--- config.mk ---
export PLATFORM = sky130hd
export DESIGN_NAME = pio_top
export DESIGN_NICKNAME = d
export VERILOG_FILES = /design/src/pio_pkg.sv /design/src/pio_brake_if.sv /design/src/pio_sync.sv /design/src/pio_brake.sv /design/src/pio_top.sv
export SDC_FILE = /design/constraint.sdc
export NUM_CORES = 1
export LEC_CHECK = 0
export ABC_CLOCK_PERIOD_IN_PS = 2300
export BUFFER_PORTS_ARGS = -buffer_cell sky130_fd_sc_hd__buf_4
export CAP_MARGIN = 20
export CORE_UTILIZATION = 30
export DETAILED_ROUTE_END_ITERATION = 12
export PLACE_DENSITY = 0.53
export SLEW_MARGIN = 30
export SYNTH_ARGS = -nofsm -noshare
export SYNTH_HDL_FRONTEND = slang
export SYNTH_HIERARCHICAL = 1
export SYNTH_SLANG_ARGS = --single-unit
--- constraint.sdc ---
create_clock -name clk -period 2.3 [get_ports clk]
set_clock_uncertainty 0.05 [all_clocks]
set_input_delay 0.345 -clock clk [delete_from_list [all_inputs] [get_ports clk]]
set_output_delay 0.345 -clock clk [all_outputs]
set_load 0.02 [all_outputs]
--- src/pio_pkg.sv ---
// constants and register map for the printer sensor and actuator block
package pio_pkg;
    // clock and timing
    localparam int CLK_HZ = 40_000_000;
    localparam int CLK_PER_US = CLK_HZ / 1_000_000;
    localparam int DEB_TIME_US = 5000;      // head switch settle time
    localparam int DEB_CYC = DEB_TIME_US * CLK_PER_US;
    localparam int ENC_GATE_US = 1000;      // encoder counting window
    localparam int ENC_GATE_CYC = ENC_GATE_US * CLK_PER_US;
    localparam int CAL_TIME_US = 10000;     // ribbon calibration window
    localparam int CAL_CYC = CAL_TIME_US * CLK_PER_US;
    localparam int BRAKE_TIME_US = 20000;   // cutter brake pulse length
    localparam int BRAKE_CYC = BRAKE_TIME_US * CLK_PER_US;
    localparam int CNT_W = 24;              // width of every long timer

    // data widths
    localparam int LEVEL_W = 6;             // 64 sensor levels
    localparam int TH_W = 8;
    localparam int ENC_W = 16;

    // register byte offsets
    localparam logic [7:0] ADDR_CTRL = 8'h00;
    localparam logic [7:0] ADDR_STATUS = 8'h04;
    localparam logic [7:0] ADDR_MEDIA = 8'h08;
    localparam logic [7:0] ADDR_ENC = 8'h0C;
    localparam logic [7:0] ADDR_RIB_TH = 8'h10;
    localparam logic [7:0] ADDR_EVT = 8'h14;
    localparam logic [7:0] ADDR_MASK = 8'h18;

    // control register fields
    localparam int CTRL_MEDIA_SEL = 0;
    localparam int CTRL_CUT_DIR = 1;
    localparam int CTRL_DC_ON = 2;
    localparam int CTRL_DC_DIR = 3;
    localparam int CTRL_CUT_START = 4;      // write one to start, self clearing
    localparam int CTRL_CUT_ABORT = 5;      // write one to stop the cutter
    localparam int CTRL_CAL_START = 6;      // write one to start calibration
    localparam int CTRL_W = 4;
    localparam logic [CTRL_W-1:0] CTRL_RST = 4'h1;

    // status register fields
    localparam int ST_HEAD_CLOSED = 0;
    localparam int ST_STRIP = 1;
    localparam int ST_RIBBON = 2;
    localparam int ST_CUT_SENSE = 3;
    localparam int ST_ENC = 4;
    localparam int ST_CUT_RUN = 5;
    localparam int ST_CUT_BRAKE = 6;
    localparam int ST_CAL_BUSY = 7;
    localparam int ST_W = 8;

    // media register fields
    localparam int MEDIA_GAP_LSB = 0;
    localparam int MEDIA_MARK_LSB = 8;

    // threshold register fields and reset values
    localparam int TH_LO_LSB = 0;
    localparam int TH_MID_LSB = 8;
    localparam int TH_HI_LSB = 16;
    localparam logic [TH_W-1:0] TH_LO_RST = 8'h40;
    localparam logic [TH_W-1:0] TH_MID_RST = 8'h80;
    localparam logic [TH_W-1:0] TH_HI_RST = 8'hC0;

    // event bits, shared by event and mask registers
    localparam int EV_HEAD = 0;
    localparam int EV_RIBBON = 1;
    localparam int EV_STRIP = 2;
    localparam int EV_CUT_DONE = 3;
    localparam int EV_CAL_DONE = 4;
    localparam int EV_W = 5;
    localparam logic [EV_W-1:0] MASK_RST = 5'h00;

    // cutter sequence; idle to run and run to brake change one bit, brake to idle changes two
    typedef enum logic [1:0] {
        CUT_IDLE = 2'b00,
        CUT_RUN = 2'b01,
        CUT_BRAKE = 2'b11
    } pio_cut_t;
endpackage : pio_pkg

--- src/pio_brake_if.sv ---
// carrier between cutter sequencer and brake monostable
`timescale 1ns/1ps
interface pio_brake_if;
    logic trigger;   // drive removed, start braking
    logic active;    // brake pulse running
    modport ctl (output trigger, input active);
    modport tmr (input trigger, output active);
endinterface : pio_brake_if

--- src/pio_sync.sv ---
// two-stage synchroniser for a group of sensor lines
`timescale 1ns/1ps
module pio_sync #(
    parameter int WIDTH = 1
) (
    input wire logic clk,                  // system clock
    input wire logic srst,                 // synchronous reset
    input wire logic [WIDTH-1:0] din,      // raw sensor level
    output logic [WIDTH-1:0] dout          // level in clock domain
);
    logic [WIDTH-1:0] meta_r;

    // first stage feeds only the second
    always_ff @(posedge clk) begin
        if (srst) begin
            meta_r <= '0;
            dout <= '0;
        end else begin
            meta_r <= din;
            dout <= meta_r;
        end
    end
endmodule : pio_sync

--- src/pio_brake.sv ---
// retriggerable monostable that brakes the cutter motor
`timescale 1ns/1ps
module pio_brake
    import pio_pkg::*;
#(
    parameter int BRAKE_CYCLES = BRAKE_CYC
) (
    input wire logic clk,       // system clock
    input wire logic srst,      // synchronous reset
    pio_brake_if.tmr brk        // trigger in, active out
);
    logic [CNT_W-1:0] cnt_r;

    // load on trigger, count down to zero
    always_ff @(posedge clk) begin
        if (srst) begin
            cnt_r <= '0;
        end else if (brk.trigger) begin
            cnt_r <= CNT_W'(BRAKE_CYCLES);
        end else if (cnt_r != '0) begin
            cnt_r <= cnt_r - 1'b1;
        end
    end

    assign brk.active = (cnt_r != '0);
endmodule : pio_brake

--- src/pio_top.sv ---
// sensor readout and cutter / dc motor control with apb registers
//
// Added by the designer: the placing of the registers and register access over APB.
`timescale 1ns/1ps
module pio_top
    import pio_pkg::*;
#(
    parameter int DEB_CYCLES = DEB_CYC,        // head switch settle time
    parameter int ENC_GATE_CYCLES = ENC_GATE_CYC,  // encoder window
    parameter int CAL_CYCLES = CAL_CYC,        // calibration window
    parameter int BRAKE_CYCLES = BRAKE_CYC     // brake pulse length
) (
    input wire logic clk,                      // 40 MHz system clock
    input wire logic srst,                     // synchronous reset
    input wire logic [7:0] paddr,              // apb address
    input wire logic psel,                     // apb select
    input wire logic penable,                  // apb access phase
    input wire logic pwrite,                   // apb direction
    input wire logic [31:0] pwdata,            // apb write data
    output logic [31:0] prdata,                // apb read data
    output logic pready,                       // apb ready
    output logic pslverr,                      // apb error
    input wire logic [LEVEL_W-1:0] gap_level,  // gap sensor reading
    input wire logic [LEVEL_W-1:0] mark_level, // black-mark sensor reading
    input wire logic [TH_W-1:0] ribbon_level,  // ribbon sensor reading
    input wire logic head_closed,              // high when head closed
    input wire logic strip_paper,              // high when paper at strip
    input wire logic ribbon_present,           // high when ribbon seen
    input wire logic cutter_position_sense,    // falls at end of cut
    input wire logic encoder_hole_sense,       // high at gear hole
    output logic media_sensor_select,          // high gap, low black mark
    output logic [TH_W-1:0] ribbon_threshold_setting_lo,  // threshold 1
    output logic [TH_W-1:0] ribbon_threshold_setting_mid, // threshold 2
    output logic [TH_W-1:0] ribbon_threshold_setting_hi,  // threshold 3
    output logic cutter_reset,                 // high once running
    output logic cutter_enable_n,              // low runs cutter
    output logic cutter_direction,             // cutter rotation
    output logic cutter_brake,                 // brake pulse
    output logic dc_motor_switch,              // dc driver on
    output logic dc_motor_direction,           // dc rotation
    output logic irq                           // level interrupt
);
    localparam int N_BITS = 5;
    localparam int N_VEC = 2 * LEVEL_W + TH_W;

    logic [N_BITS-1:0] bits_s;
    logic [N_VEC-1:0] vec_s;
    logic [N_VEC-1:0] vec_prev_r;
    logic [LEVEL_W-1:0] gap_r;
    logic [LEVEL_W-1:0] mark_r;
    logic [TH_W-1:0] rib_lvl_r;
    logic head_s, strip_s, ribbon_s, cut_s, enc_s;
    logic head_deb_r;
    logic [CNT_W-1:0] deb_cnt_r;
    logic strip_prev_r, ribbon_prev_r, cut_prev_r, enc_prev_r;
    logic [CTRL_W-1:0] ctrl_r;
    logic [TH_W-1:0] th_lo_r, th_mid_r, th_hi_r;
    logic [EV_W-1:0] evt_r, mask_r, evt_set, evt_rd_r;
    logic [31:0] rd_nxt;
    logic err_nxt;
    logic setup, wr_acc, rd_acc;
    pio_cut_t cut_st_r;
    logic cut_done;
    logic cal_busy_r, cal_done;
    logic [CNT_W-1:0] cal_cnt_r;
    logic [TH_W-1:0] cal_min_r, cal_max_r;
    logic [CNT_W-1:0] gate_cnt_r;
    logic [ENC_W-1:0] enc_cnt_r, enc_rate_r;

    // the raw lines enter through two flops each
    pio_sync #(.WIDTH(N_BITS)) u_sync_bits (
        .clk(clk),
        .srst(srst),
        .din({head_closed, strip_paper, ribbon_present, cutter_position_sense, encoder_hole_sense}),
        .dout(bits_s)
    );
    pio_sync #(.WIDTH(N_VEC)) u_sync_vec (
        .clk(clk),
        .srst(srst),
        .din({ribbon_level, mark_level, gap_level}),
        .dout(vec_s)
    );

    assign head_s = bits_s[4];
    assign strip_s = bits_s[3];
    assign ribbon_s = bits_s[2];
    assign cut_s = bits_s[1];
    assign enc_s = bits_s[0];

    // multi-bit readings are taken only when two samples agree, so a
    // word caught mid-change never reaches software
    always_ff @(posedge clk) begin
        if (srst) begin
            vec_prev_r <= '0;
            gap_r <= '0;
            mark_r <= '0;
            rib_lvl_r <= '0;
        end else begin
            vec_prev_r <= vec_s;
            if (vec_prev_r == vec_s) begin
                gap_r <= vec_s[LEVEL_W-1:0];
                mark_r <= vec_s[2*LEVEL_W-1:LEVEL_W];
                rib_lvl_r <= vec_s[N_VEC-1:2*LEVEL_W];
            end
        end
    end

    // head switch debounce: accept a new level after it held steady
    always_ff @(posedge clk) begin
        if (srst) begin
            head_deb_r <= 1'b0;
            deb_cnt_r <= '0;
        end else if (head_s == head_deb_r) begin
            deb_cnt_r <= '0;
        end else if (deb_cnt_r >= CNT_W'(DEB_CYCLES - 1)) begin
            head_deb_r <= head_s;
            deb_cnt_r <= '0;
        end else begin
            deb_cnt_r <= deb_cnt_r + 1'b1;
        end
    end

    // previous levels for edge detection
    always_ff @(posedge clk) begin
        if (srst) begin
            strip_prev_r <= 1'b0;
            ribbon_prev_r <= 1'b0;
            cut_prev_r <= 1'b0;
            enc_prev_r <= 1'b0;
        end else begin
            strip_prev_r <= strip_s;
            ribbon_prev_r <= ribbon_s;
            cut_prev_r <= cut_s;
            enc_prev_r <= enc_s;
        end
    end

    // cutter logic leaves reset one edge after the block does
    always_ff @(posedge clk) begin
        if (srst) begin
            cutter_reset <= 1'b0;
        end else begin
            cutter_reset <= 1'b1;
        end
    end

    // apb phases; zero wait states, data latched in the setup cycle
    assign setup = psel & ~penable;
    assign wr_acc = psel & penable & pwrite;
    assign rd_acc = psel & penable & ~pwrite;
    assign pready = 1'b1;

    // read mux and address check
    always_comb begin
        rd_nxt = 32'h0000_0000;
        err_nxt = 1'b0;
        if (paddr == ADDR_CTRL) begin
            rd_nxt[CTRL_W-1:0] = ctrl_r;
        end else if (paddr == ADDR_STATUS) begin
            rd_nxt[ST_HEAD_CLOSED] = head_deb_r;
            rd_nxt[ST_STRIP] = strip_s;
            rd_nxt[ST_RIBBON] = ribbon_s;
            rd_nxt[ST_CUT_SENSE] = cut_s;
            rd_nxt[ST_ENC] = enc_s;
            rd_nxt[ST_CUT_RUN] = (cut_st_r == CUT_RUN);
            rd_nxt[ST_CUT_BRAKE] = (cut_st_r == CUT_BRAKE);
            rd_nxt[ST_CAL_BUSY] = cal_busy_r;
        end else if (paddr == ADDR_MEDIA) begin
            rd_nxt[MEDIA_GAP_LSB +: LEVEL_W] = gap_r;
            rd_nxt[MEDIA_MARK_LSB +: LEVEL_W] = mark_r;
        end else if (paddr == ADDR_ENC) begin
            rd_nxt[ENC_W-1:0] = enc_rate_r;
        end else if (paddr == ADDR_RIB_TH) begin
            rd_nxt[TH_LO_LSB +: TH_W] = th_lo_r;
            rd_nxt[TH_MID_LSB +: TH_W] = th_mid_r;
            rd_nxt[TH_HI_LSB +: TH_W] = th_hi_r;
        end else if (paddr == ADDR_EVT) begin
            rd_nxt[EV_W-1:0] = evt_r;
        end else if (paddr == ADDR_MASK) begin
            rd_nxt[EV_W-1:0] = mask_r;
        end else begin
            err_nxt = 1'b1;
        end
    end

    // read data and error held from setup into the access cycle
    always_ff @(posedge clk) begin
        if (srst) begin
            prdata <= 32'h0000_0000;
            evt_rd_r <= '0;
            pslverr <= 1'b0;
        end else if (setup) begin
            prdata <= pwrite ? 32'h0000_0000 : rd_nxt;
            evt_rd_r <= (!pwrite && paddr == ADDR_EVT) ? evt_r : '0;
            pslverr <= err_nxt;
        end else if (!psel) begin
            pslverr <= 1'b0;
        end
    end

    // control register: sensor select, directions, dc switch
    always_ff @(posedge clk) begin
        if (srst) begin
            ctrl_r <= CTRL_RST;
        end else if (wr_acc && paddr == ADDR_CTRL) begin
            ctrl_r <= pwdata[CTRL_W-1:0];
        end
    end

    assign media_sensor_select = ctrl_r[CTRL_MEDIA_SEL];
    assign cutter_direction = ctrl_r[CTRL_CUT_DIR];
    assign dc_motor_switch = ctrl_r[CTRL_DC_ON];
    assign dc_motor_direction = ctrl_r[CTRL_DC_DIR];

    // cutter sequence: run until the sensor falls, then brake
    pio_brake_if brk_if ();
    pio_brake #(.BRAKE_CYCLES(BRAKE_CYCLES)) u_brake (
        .clk(clk),
        .srst(srst),
        .brk(brk_if.tmr)
    );

    assign cut_done = (cut_st_r == CUT_RUN) && cut_prev_r && !cut_s;

    always_ff @(posedge clk) begin
        if (srst) begin
            cut_st_r <= CUT_IDLE;
        end else begin
            case (cut_st_r)
                CUT_IDLE: begin
                    if (wr_acc && paddr == ADDR_CTRL && pwdata[CTRL_CUT_START]) begin
                        cut_st_r <= CUT_RUN;
                    end
                end
                CUT_RUN: begin
                    if (cut_done || (wr_acc && paddr == ADDR_CTRL && pwdata[CTRL_CUT_ABORT])) begin
                        cut_st_r <= CUT_BRAKE;
                    end
                end
                CUT_BRAKE: begin
                    // back to idle only after the brake pulse ends; a start written meanwhile is dropped
                    if (!brk_if.active && !brk_if.trigger) begin
                        cut_st_r <= CUT_IDLE;
                    end
                end
                default: begin
                    cut_st_r <= CUT_IDLE;
                end
            endcase
        end
    end

    assign brk_if.trigger = (cut_st_r == CUT_RUN) && cut_done
        || (cut_st_r == CUT_RUN) && wr_acc && paddr == ADDR_CTRL && pwdata[CTRL_CUT_ABORT];
    assign cutter_enable_n = (cut_st_r != CUT_RUN);
    assign cutter_brake = brk_if.active;

    // ribbon calibration: track min and max over the window
    always_ff @(posedge clk) begin
        if (srst) begin
            cal_busy_r <= 1'b0;
            cal_cnt_r <= '0;
            cal_min_r <= '1;
            cal_max_r <= '0;
        end else if (!cal_busy_r) begin
            if (wr_acc && paddr == ADDR_CTRL && pwdata[CTRL_CAL_START]) begin
                cal_busy_r <= 1'b1;
                cal_cnt_r <= '0;
                cal_min_r <= '1;
                cal_max_r <= '0;
            end
        end else begin
            cal_cnt_r <= cal_cnt_r + 1'b1;
            if (rib_lvl_r < cal_min_r) begin
                cal_min_r <= rib_lvl_r;
            end
            if (rib_lvl_r > cal_max_r) begin
                cal_max_r <= rib_lvl_r;
            end
            if (cal_done) begin
                cal_busy_r <= 1'b0;
            end
        end
    end

    assign cal_done = cal_busy_r && (cal_cnt_r >= CNT_W'(CAL_CYCLES - 1));

    // thresholds: software write, or calibration result when it ends;
    // a finishing calibration overrides a write in the same cycle
    always_ff @(posedge clk) begin
        if (srst) begin
            th_lo_r <= TH_LO_RST;
            th_mid_r <= TH_MID_RST;
            th_hi_r <= TH_HI_RST;
        end else if (cal_done) begin
            th_lo_r <= cal_min_r;
            th_mid_r <= TH_W'(({1'b0, cal_min_r} + {1'b0, cal_max_r}) >> 1);
            th_hi_r <= cal_max_r;
        end else if (wr_acc && paddr == ADDR_RIB_TH) begin
            th_lo_r <= pwdata[TH_LO_LSB +: TH_W];
            th_mid_r <= pwdata[TH_MID_LSB +: TH_W];
            th_hi_r <= pwdata[TH_HI_LSB +: TH_W];
        end
    end

    assign ribbon_threshold_setting_lo = th_lo_r;
    assign ribbon_threshold_setting_mid = th_mid_r;
    assign ribbon_threshold_setting_hi = th_hi_r;

    // encoder: rising edges per gate window give the rotation rate
    always_ff @(posedge clk) begin
        if (srst) begin
            gate_cnt_r <= '0;
            enc_cnt_r <= '0;
            enc_rate_r <= '0;
        end else if (gate_cnt_r >= CNT_W'(ENC_GATE_CYCLES - 1)) begin
            gate_cnt_r <= '0;
            enc_rate_r <= enc_cnt_r + ENC_W'(enc_s && !enc_prev_r);
            enc_cnt_r <= '0;
        end else begin
            gate_cnt_r <= gate_cnt_r + 1'b1;
            if (enc_s && !enc_prev_r && enc_cnt_r != '1) begin
                enc_cnt_r <= enc_cnt_r + 1'b1;
            end
        end
    end

    // event sources
    logic head_prev_r;
    always_ff @(posedge clk) begin
        if (srst) begin
            head_prev_r <= 1'b0;
        end else begin
            head_prev_r <= head_deb_r;
        end
    end

    always_comb begin
        evt_set = '0;
        evt_set[EV_HEAD] = head_prev_r ^ head_deb_r;
        evt_set[EV_RIBBON] = ribbon_prev_r ^ ribbon_s;
        evt_set[EV_STRIP] = strip_prev_r ^ strip_s;
        evt_set[EV_CUT_DONE] = cut_done;
        evt_set[EV_CAL_DONE] = cal_done;
    end

    // sticky events; a read clears only what it returned, new sets win
    always_ff @(posedge clk) begin
        if (srst) begin
            evt_r <= '0;
        end else if (rd_acc && paddr == ADDR_EVT) begin
            evt_r <= (evt_r & ~evt_rd_r) | evt_set;
        end else begin
            evt_r <= evt_r | evt_set;
        end
    end

    // interrupt mask
    always_ff @(posedge clk) begin
        if (srst) begin
            mask_r <= MASK_RST;
        end else if (wr_acc && paddr == ADDR_MASK) begin
            mask_r <= pwdata[EV_W-1:0];
        end
    end

    assign irq = |(evt_r & mask_r);
endmodule : pio_top

==> impl_metrics.csv, run 1 <==
group,metric,value,unit
outcome,outcome,"finished, violations left",
outcome,failed_checks,"negative setup slack",
worst_setup_path,crit_type,"flip-flop to output port",
sta,finalMaxSlewViolations,0,
grt,antenna_found_initial,0,
sta,setup_viol,1,
worst_setup_path,r2r_setup_slack,0.12,ns
place,dp_cells,2183,
worst_setup_path,crit_family,"simple AND/OR/NAND/NOR gates",
worst_setup_path,startpoint_type,"flip-flop",
sta,fin_setup_tns,-0.0492,ns
worst_setup_path,arrival,1.95,ns
grt,grtUsageTotal,0.156,
layout,area_growth,25.4,%
synth,ys_warn_count,6,
clocking,cts_root_buf,"clkbuf_16",
route,first_iter_violations,564,
floorplanning,die_y,216,um
worst_setup_path,rr_startpoint,"u_brake/cnt_r[1]$_SDFFE_PP0P_",
floorplanning,initial_core_util,0.307,
pwr,ir_drop,0.537,mV
worst_hold_path,hold_start,"head_closed",
synth,synth_edf_count,0,
grt,grt_overflow,0,
route,drc,0,
grt,use_met3,0.0271,
grt,grt.busiest_layer,"met2",
route,wl_per_cell,15.8,um
place,dp_hpwl,26400,um
worst_setup_path,crit_slowest_cell,"or4b_4",
synth,synth-seq-area-share,0.456,
synth,synth.avg_cell_area,9.34,um^2
clocking,htreeDepth,2,
floorplanning,rows,77,
grt,grt_pass1_wl,58300,um
synth,synth-simple-area-share,0.228,
route,firstDrtPassIters,7,
worst_hold_path,whs_path_depth,2,
clocking,cts_tree,"done",
pwr,p_leak,6.92,nW
place,dpl_worst_slack,0.0661,ns
synth,syn-cell-area,0.0137,mm^2
sta,max_freq,426,MHz
worst_setup_path,crit_chain,"inv_2 -> ha_4 -> or4b_4 -> nor2_4 -> nand4_1 -> buf_6",
worst_hold_path,hold_class,"input port to flip-flop",
clocking,cts.clk_slew.worst_paths,0.06,ns
sta,rsz0062_at_grt,"true",
floorplanning,die-area,0.0465,mm^2
synth,synth_compound_area_frac,0.119,
grt,use_met1,0.217,
pwr,power_density,814,mW/mm^2
worst_setup_path,rr_endpoint,"cut_st_r[1]$_SDFFE_PP0P_",
worst_setup_path,worstPathMaxFanout,2,
clocking,numCtsBuffers,36,
clocking,clkLatencyLatePin,0.54,ns
layout,final_common_cell,"dfxtp_1",
clocking,clockBufferDepth,3,
worst_setup_path,critPathCaptureType,"output port",
synth,yosys.area_share.xor_xnor,0.0659,
synth,synth_top_family_by_area,"simple AND/OR/NAND/NOR gates",
sta,worst_pin_slew,0.651,ns
synth,ys_types,84,
floorplanning,die_x,216,um
sta,final-hold-violation-count,0,
sta,finalCritPeriodShare,1.02,
worst_setup_path,r2r_cells,11,
route,vias,10999,
synth,ys_seq_elements,312,
synth,ys_async_sr_fraction,0,
synth,synthAdderAreaFrac,0.0289,
grt,use_met2,0.247,
job,max_cap_violations,0,
worst_setup_path,required,1.90,ns
place,place_congestion,0.861,
worst_hold_path,min_to,"u_sync_bits/meta_r[4]$_SDFF_PP0_",
layout,layout_common_cells,"dfxtp_1 (310), nor2_1 (208), buf_4 (190)",
route,via_per_inst,4.82,
clocking,cts_sinks,312,
sta,hold_slack,0.00595,ns
layout,fin_cells,2281,
synth,ys.flop_type,"dfxtp_1",
route,ant_nets,0,
route,wirelength,36100,um
floorplanning,core,0.0446,mm^2
floorplanning,io_pins,136,
place,portBuffers,118,
layout,diodes,0,
worst_setup_path,critPathMaxStageDelay,0.47,ns
sta,fin_ws,-0.0492,ns
worst_setup_path,path_buf_inv,2,
synth,yosys-mux-area-fraction,0.0607,
grt,grt_max_degree,92,
synth,syn_inst,1466,
grt,grt_pass1_vias,10678,
layout,finalNetCount,1765,
sta,slew_headroom,0.566,
layout,drive_above_1_share,0.207,
sta,min_period,2.35,ns
-- what timing repair did --
action                                 4_1_cts  5_1_grt
setup buffers                                9        2
pin swaps                                    5        5
hold buffers                                25        0
gates resized for setup                     12        2
endpoints found under the hold margin       25        0
setup endpoints to repair                    1       13
-- worst max path at each step --
stage                                             start                             end  slack [ns]  cells past startpoint
after floorplan                                paddr[5]   u_brake/cnt_r[0]$_SDFFE_PP0P_        0.03                      9
after global placement    u_brake/cnt_r[0]$_SDFFE_PP0P_   u_brake/cnt_r[8]$_SDFFE_PP0P_        0.11                      7
after detailed placement  u_brake/cnt_r[0]$_SDFFE_PP0P_  u_brake/cnt_r[10]$_SDFFE_PP0P_        0.07                      7
after CTS                 u_brake/cnt_r[1]$_SDFFE_PP0P_                    cutter_brake       -0.11                      6
after global routing      u_brake/cnt_r[0]$_SDFFE_PP0P_                    cutter_brake       -0.14                      6
final                     u_brake/cnt_r[1]$_SDFFE_PP0P_                    cutter_brake       -0.05                      6
-- worst reg2reg max path: cells and delay by family, from the launching register on --
family / cells / cell delay, ns
compound gates: 1 / 0.16
fa+ha+maj: 1 / 0.12
buf+inv: 5 / 0.64
flops: 1 / 0.32
simple gates: 4 / 0.78
-- flip-flops by register name, summed over array words and instances, names as in the netlist, 16 cells and up --
register and count:
u_sync_vec/meta_r 20, u_sync_vec/dout 20, enc_rate_r 16, enc_cnt_r 16, prdata 24, deb_cnt_r 24
gate_cnt_r 24, cal_cnt_r 24, u_brake/cnt_r 24, vec_prev_r 20
-- logic make-up after synthesis --
group | after synthesis
XOR/XNOR | 103
multiplexers | 82
flip-flops | 312
buffers and inverters | 122
other | 2
AND/OR/NAND/NOR | 597
adder cells (fa/ha/maj) | 31
AO/OA/AOI/OAI | 217
-- Yosys cell counts (4+ instances only) --
master    number  area, um^2
o41ai_2        8         130
buf_2         34         170
xnor2_1       58         508
or2_2          6        37.5
a31oi_1       11        68.8
a22oi_1       16         120
xor2_1        45         394
nor3_2         6        60.1
nor2b_1       52         325
nand2b_1       5        31.3
mux2_2         4        45.0
o211ai_1       9        67.6
a211oi_1      38         285
clkbuf_1      30         113
or4_1          6        45.0
mux2_1         5        56.3
and2_1         4        25.0
ha_1          30         375
nor4_1        15        93.8
inv_1         38         143
nand2_1       99         372
nor2b_2       30         263
nor2_1       209         785
and3_1        16         100
o21ai_0       23         115
nor3_1        32         160
nand3_1       40         200
clkbuf_4       4        30.0
mux2i_1       73         731
dfxtp_1      312        6250
nand4_1       33         206
buf_4         12        90.1
o21a_1         6        45.0
a21oi_1       50         250
or3_1         10        62.6
a22o_1         6        52.6
a21o_1         5        37.5
and4_1         5        43.8
-- metrics by stage --
| step | total power, mW | area, um^2 | util |
|---|---|---|---|
| 6_report | 14.0 | 17200 | 0.385 |
| 5_1_grt | 14.6 | 17200 | 0.385 |
| 4_1_cts | 14.1 | 17200 | 0.385 |
| 3_5_place_dp | 7.99 | 15600 | 0.350 |
| 3_3_place_gp | 7.96 | 15600 | 0.350 |
| 2_1_floorplan | 7.39 | 13800 | - |
-- where the power goes --
group	internal (mW)	total, mW	switching, mW
Clock	3.47	5.81	2.34
Combinational	1.08	2.31	1.23
Sequential	5.64	5.86	0.218
-- routing by layer --
| metal | routed length (um) | part of all wire | up-vias |
|---|---|---|---|
| met5 | 0 | 0 | - |
| met4 | 619 | 0.017 | 0 |
| met3 | 1800 | 0.050 | 44 |
| met2 | 16200 | 0.45 | 228 |
| met1 | 17500 | 0.48 | 5228 |
| li1 | - | - | 5499 |
-- layout make-up --
type / instances / area (um^2)
clock buffers: 48 / 1020
clock inverters: 15 / 186
fillers: 4423 / 27400
inverters: 39 / 146
multi-input cells: 1053 / 7040
flip-flops and latches: 312 / 6250
well taps: 592 / 741
repair buffers: 222 / 1800
Power figures use the tool's default switching activity.
==> run 2, diff against run 1 <==
- BUFFER_PORTS_ARGS: -buffer_cell sky130_fd_sc_hd__buf_4 -> unset
- DONT_BUFFER_PORTS: unset -> 1
- PLACE_DENSITY: 0.53 -> 0.5
==> run 2 against run 1 <==
The run still ends with negative setup slack left. Flip-flop and latch count did not move. First-iteration DRC count rose by 29%. Critical path depth did not move. Sequential power barely moved. Routed wire length rose by 4.6%. Register-to-register slack got worse by 0.03 ns. Critical path type unchanged. Critical endpoint unchanged.
==> impl_metrics.csv, run 2 (same netlist as run 1, synthesis figures left out) <==
group,metric,value,unit
sta,max_freq,420,MHz
worst_setup_path,crit_type,"flip-flop to output port",
layout,num-fill-cells,4445,
outcome,outcome,"finished, violations left",
pwr,ir_drop,0.572,mV
worst_setup_path,required,1.90,ns
grt,antenna_found_initial,0,
route,via_per_inst,4.90,
place,portBuffers,0,
clocking,cts.clk_slew.worst_paths,0.06,ns
pwr,p_leak,7.08,nW
outcome,failed_checks,"negative setup slack",
sta,worst_pin_slew,0.688,ns
place,dp_hpwl,25100,um
pwr,switchingPower,3.79,mW
sta,fin_setup_tns,-0.0786,ns
route,wl_per_cell,16.6,um
layout,final_common_cell,"dfxtp_1",
route,first_iter_violations,730,
grt,grt_pass1_vias,10853,
worst_setup_path,critPathMaxStageDelay,0.47,ns
floorplanning,io_pins,136,
clocking,cts_tree,"done",
clocking,htreeDepth,2,
floorplanning,die-area,0.0465,mm^2
grt,grt_pass1_wl,60100,um
layout,design_area,0.0175,mm^2
layout,finalNetCount,1764,
clocking,cts_root_buf,"clkbuf_16",
sta,slew_headroom,0.540,
worst_setup_path,critPathCaptureType,"output port",
route,ant_nets,0,
clocking,clkLatencyLatePin,0.54,ns
pwr,p_clk_frac,0.412,
pwr,switching_share,0.266,
worst_setup_path,crit_slowest_cell,"or4b_4",
floorplanning,initial_core_util,0.307,
pwr,power_density,814,mW/mm^2
sta,finalCritPeriodShare,1.03,
sta,fin_ws,-0.0786,ns
route,vias,11184,
worst_hold_path,hold_class,"input port to flip-flop",
route,firstDrtPassIters,5,
layout,area_growth,27.8,%
worst_setup_path,path_buf_inv,2,
worst_setup_path,arrival,1.98,ns
grt,grtUsageTotal,0.163,
route,wirelength,37800,um
worst_setup_path,worstPathMaxFanout,3,
sta,min_period,2.38,ns
sta,final-hold-violation-count,0,
floorplanning,die_x,216,um
layout,diodes,0,
worst_setup_path,crit_chain,"inv_2 -> ha_4 -> or4b_4 -> nor2_4 -> nand4_1 -> buf_6",
pwr,internal_power,10.5,mW
place,dpl_cell_area,0.0147,mm^2
clocking,clockBufferDepth,3,
pwr,pwr-share-seq,0.412,
grt,grt_overflow,0,
clocking,cts_sinks,312,
place,place_congestion,0.841,
pwr,pwr-share-comb,0.176,
route,drc,0,
layout,drive_above_1_share,0.143,
floorplanning,core,0.0446,mm^2
grt,grt_max_degree,118,
floorplanning,rows,77,
layout,layout_common_cells,"dfxtp_1 (307), nor2_1 (208), dlygate4sd3_1 (141)",
sta,setup_viol,1,
clocking,numCtsBuffers,37,
job,max_cap_violations,0,
worst_setup_path,crit_family,"simple AND/OR/NAND/NOR gates",
worst_setup_path,startpoint_type,"flip-flop",
sta,finalMaxSlewViolations,0,
floorplanning,die_y,216,um
sta,rsz0062_at_grt,"true",
run 2: changes by cell type in the layout (fill, tap and decap cells not counted), moves of 2 or more:
| cell | previous run | this run |
|---|---|---|
| buf_4 | 190 | 72 |
| a2111oi_2 | 1 | 3 |
| dfxtp_2 | 2 | 5 |
| clkbuf_8 | 8 | 12 |
| dfxtp_1 | 310 | 307 |
| clkinvlp_4 | 1 | 3 |
| a2111oi_0 | 2 | 0 |
| dlygate4sd3_1 | 25 | 141 |
run 2: power by group through the flow:
stage          clock (mW)  combinational [mW]  sequential, mW
4_1_cts              6.07                2.43            5.86
3_5_place_dp            0                1.99            5.97
5_1_grt              6.30                2.78            5.90
2_1_floorplan           0                1.47            5.92
6_report             5.88                2.51            5.87
3_3_place_gp            0                1.97            5.97
run 2: routing by layer:
| layer | up-vias | track usage | routed length [um] |
|---|---|---|---|
| met1 | 5373 | 0.221 | 17900 |
| met4 | 0 | 0.0697 | 1210 |
| met5 | - | 0 | 0 |
| met3 | 79 | 0.0361 | 2370 |
| met2 | 246 | 0.246 | 16300 |
| li1 | 5486 | - | - |
run 2: repair_timing:
action,in CTS,in global routing
pin swaps,2,6
hold buffers,142,0
setup endpoints to repair,1,39
gates resized for setup,13,13
cloned,0,0
setup buffers,14,2
hold endpoints to repair,215,0
run 2: layout make-up:
type,instances,area (um^2),area share
Clock buffer,53,1110,0.0632
Multi-Input combinational cell,1053,7060,0.403
Clock inverter,12,118,0.00672
Timing Repair Buffer,220,2080,0.119
Tap cell,592,741,0.0423
Sequential cell,312,6250,0.357
Inverter,39,146,0.00836
run 2: worst paths after layout:
check	endpoint	cells after the start	slack (ns)	startpoint
worst max-delay path	cutter_brake	6	-0.08	u_brake/cnt_r[1]$_SDFFE_PP0P_
worst min-delay path	ribbon_threshold_setting_hi[3]$_SDFFE_PP0P_	2	0.03	pwdata[19]
worst max register to register	u_brake/cnt_r[16]$_SDFFE_PP0P_	13	0.09	u_brake/cnt_r[1]$_SDFFE_PP0P_
worst min register to register	u_sync_bits/dout[1]$_SDFF_PP0_	1	0.39	u_sync_bits/meta_r[1]$_SDFF_PP0_
run 2: per-stage QoR:
stage	util	power, mW	hold slack (ns)	std cells	setup WS, ns
floorplan	-	7.39	0.363	1487	0.0345
finish	0.392	14.3	0.0284	2281	-0.0786
detailed placement	0.329	7.95	0.372	2061	0.107
CTS	0.392	14.4	0.000631	2281	-0.112
global route	0.392	15.0	0.00549	2281	-0.171
global placement	0.329	7.93	0.374	2061	0.0983
==> run 3, diff against run 2 <==
- CELL_PAD_IN_SITES_DETAIL_PLACEMENT: unset -> 1
- CELL_PAD_IN_SITES_GLOBAL_PLACEMENT: unset -> 2
- CORE_ASPECT_RATIO: unset -> 0.7
- CTS_BUF_LIST: unset -> sky130_fd_sc_hd__clkbuf_16
- PLACE_DENSITY: 0.5 -> 0.7
==> run 3 against run 2 <==
The run still ends with negative setup slack left. Sequential power is essentially flat. Maximum frequency shrank 2.0%. Routed wire length rose by 15%. Die area is essentially flat. Register-to-register slack lost 0.06 ns. Sequential share of layout area grew 0.34 points. Clock-buffer cell count fell by 18. Critical path depth did not move.
==> impl_metrics.csv, run 3 (same netlist as run 1, synthesis figures left out) <==
group,metric,value,unit
worst_hold_path,whs_path_depth,2,
worst_setup_path,crit_slowest_cell,"or4b_4",
route,via_per_inst,4.92,
place,dpl_worst_slack,-0.0684,ns
worst_setup_path,r2r_cells,10,
sta,final-hold-violation-count,0,
sta,fin_setup_tns,-0.128,ns
pwr,ir_drop,0.561,mV
sta,finalCritPeriodShare,1.06,
route,vias,11225,
floorplanning,die_x,257,um
layout,seq_area,0.00625,mm^2
clocking,cts_tree,"done",
floorplanning,die-area,0.0465,mm^2
worst_setup_path,worstPathMaxFanout,2,
sta,max_freq,412,MHz
grt,grt_overflow,0,
floorplanning,core,0.0451,mm^2
route,ant_nets,0,
clocking,cts.clk_slew.worst_paths,0.06,ns
clocking,clockBufferDepth,3,
place,dpl_cell_area,0.0148,mm^2
grt,grt_pass1_vias,11601,
grt,grt_max_degree,117,
pwr,power_density,801,mW/mm^2
clocking,clkLatencyLatePin,0.54,ns
worst_setup_path,critPathCaptureType,"output port",
sta,worst_pin_slew,0.833,ns
worst_setup_path,crit_family,"simple AND/OR/NAND/NOR gates",
layout,num-fill-cells,5133,
floorplanning,rows,65,
grt,antenna_found_initial,3,
layout,drive_above_1_share,0.143,
sta,fin_ws,-0.128,ns
place,portBuffers,0,
route,first_iter_violations,463,
worst_setup_path,startpoint_type,"flip-flop",
grt,use_met2,0.289,
worst_setup_path,required,1.90,ns
layout,final_core_util,0.385,
worst_setup_path,r2r_setup_slack,0.03,ns
route,wirelength,43600,um
grt,use_met3,0.0404,
layout,design_area,0.0173,mm^2
route,drc,0,
sta,slew_headroom,0.443,
clocking,cts_root_buf,"clkbuf_16",
route,wl_per_cell,19.1,um
route,firstDrtPassIters,5,
layout,final_common_cell,"dfxtp_1",
worst_setup_path,rr_endpoint,"u_brake/cnt_r[11]$_SDFFE_PP0P_",
grt,grtUsageTotal,0.187,
sta,setup_viol,1,
layout,area_growth,26.5,%
sta,rsz0062_at_grt,"true",
worst_setup_path,arrival,2.03,ns
job,max_cap_violations,0,
worst_hold_path,hold_class,"input port to flip-flop",
worst_setup_path,crit_type,"flip-flop to output port",
worst_setup_path,path_buf_inv,2,
clocking,numCtsBuffers,35,
floorplanning,io_pins,136,
worst_setup_path,critPathMaxStageDelay,0.48,ns
layout,multiInputGateArea,0.00708,mm^2
grt,use_met1,0.267,
grt,grt.busiest_layer,"met2",
outcome,failed_checks,"negative setup slack",
place,place_congestion,0.788,
pwr,p_leak,6.98,nW
sta,finalMaxSlewViolations,0,
clocking,cts_sinks,312,
worst_setup_path,crit_chain,"inv_2 -> ha_4 -> or4b_4 -> nor2_4 -> nand4_1 -> buf_4",
sta,min_period,2.43,ns
floorplanning,die_y,181,um
worst_setup_path,rr_startpoint,"u_brake/cnt_r[0]$_SDFFE_PP0P_",
grt,grt_pass1_wl,68300,um
outcome,outcome,"finished, violations left",
clocking,htreeDepth,2,
layout,finalNetCount,1757,
layout,layout_common_cells,"dfxtp_1 (309), nor2_1 (207), dlygate4sd3_1 (130)",
worst_hold_path,hold_start,"pwdata[3]",
floorplanning,initial_core_util,0.304,
place,dp_hpwl,29700,um
worst_hold_path,min_to,"ribbon_threshold_setting_lo[3]$_SDFFE_PP0P_",
==> run 3: cell types whose count changed in the layout (fill, tap and decap cells not counted), sizes merged <==
cell         delta
clkinv          +8
clkbuf         -18
bufinv          +1
dlygate4sd3    -11
inv             +4
buf             +6
diode           +1
==> run 3: routing by layer <==
layer	routed length, um	vias to the layer above	part of all wire
li1	-	5477	-
met1	21600	5525	0.50
met2	19200	178	0.44
met3	2080	45	0.048
met4	727	0	0.017
met5	0	-	0
==> run 3: final cells by class <==
cell class / instances / share of cell area
clock inverter: 25 / 0.0127
tap: 603 / 0.0435
inverter: 39 / 0.00845
timing repair buffer: 215 / 0.115
sequential: 312 / 0.361
multi-input combinational: 1053 / 0.409
clock buffer: 35 / 0.0505
antenna: 1 / 0.000144
==> run 3: worst max path at each step <==
stage                                             start                            end  slack (ns)  depth (start not counted)
after floorplan                                paddr[5]  u_brake/cnt_r[0]$_SDFFE_PP0P_        0.03                          9
after global placement                         paddr[5]  u_brake/cnt_r[4]$_SDFFE_PP0P_       -0.02                          7
after detailed placement                       paddr[5]  u_brake/cnt_r[4]$_SDFFE_PP0P_       -0.07                          7
after CTS                 u_brake/cnt_r[0]$_SDFFE_PP0P_                   cutter_brake       -0.23                          6
after global routing      u_brake/cnt_r[0]$_SDFFE_PP0P_                   cutter_brake       -0.20                          6
final                     u_brake/cnt_r[0]$_SDFFE_PP0P_                   cutter_brake       -0.13                          6
==> run 3: power breakdown <==
group / switching [mW] / internal (mW) / leakage, nW
sequential: 0.238 / 5.64 / 2.54
clock: 2.39 / 3.12 / 0.544
combinational: 1.30 / 1.19 / 3.90
total: 3.93 / 9.96 / 6.98
==> run 3: through the flow <==
step                      hold WS, ns  cells  total power [mW]
after floorplan                 0.363   1487              7.39
final                          0.0139   2283              13.9
after global placement          0.370   2085              7.95
after global routing          0.00439   2283              14.6
after detailed placement        0.374   2085              8.02
after CTS                     0.00104   2280              13.9
==> run 3: timing repair <==
item | CTS | global route
resized for setup | 9 | 18
hold buffers | 131 | 0
hold endpoints to repair | 212 | 0
setup endpoints to repair | 1 | 23
setup buffers | 4 | 2
pin swaps | 3 | 3
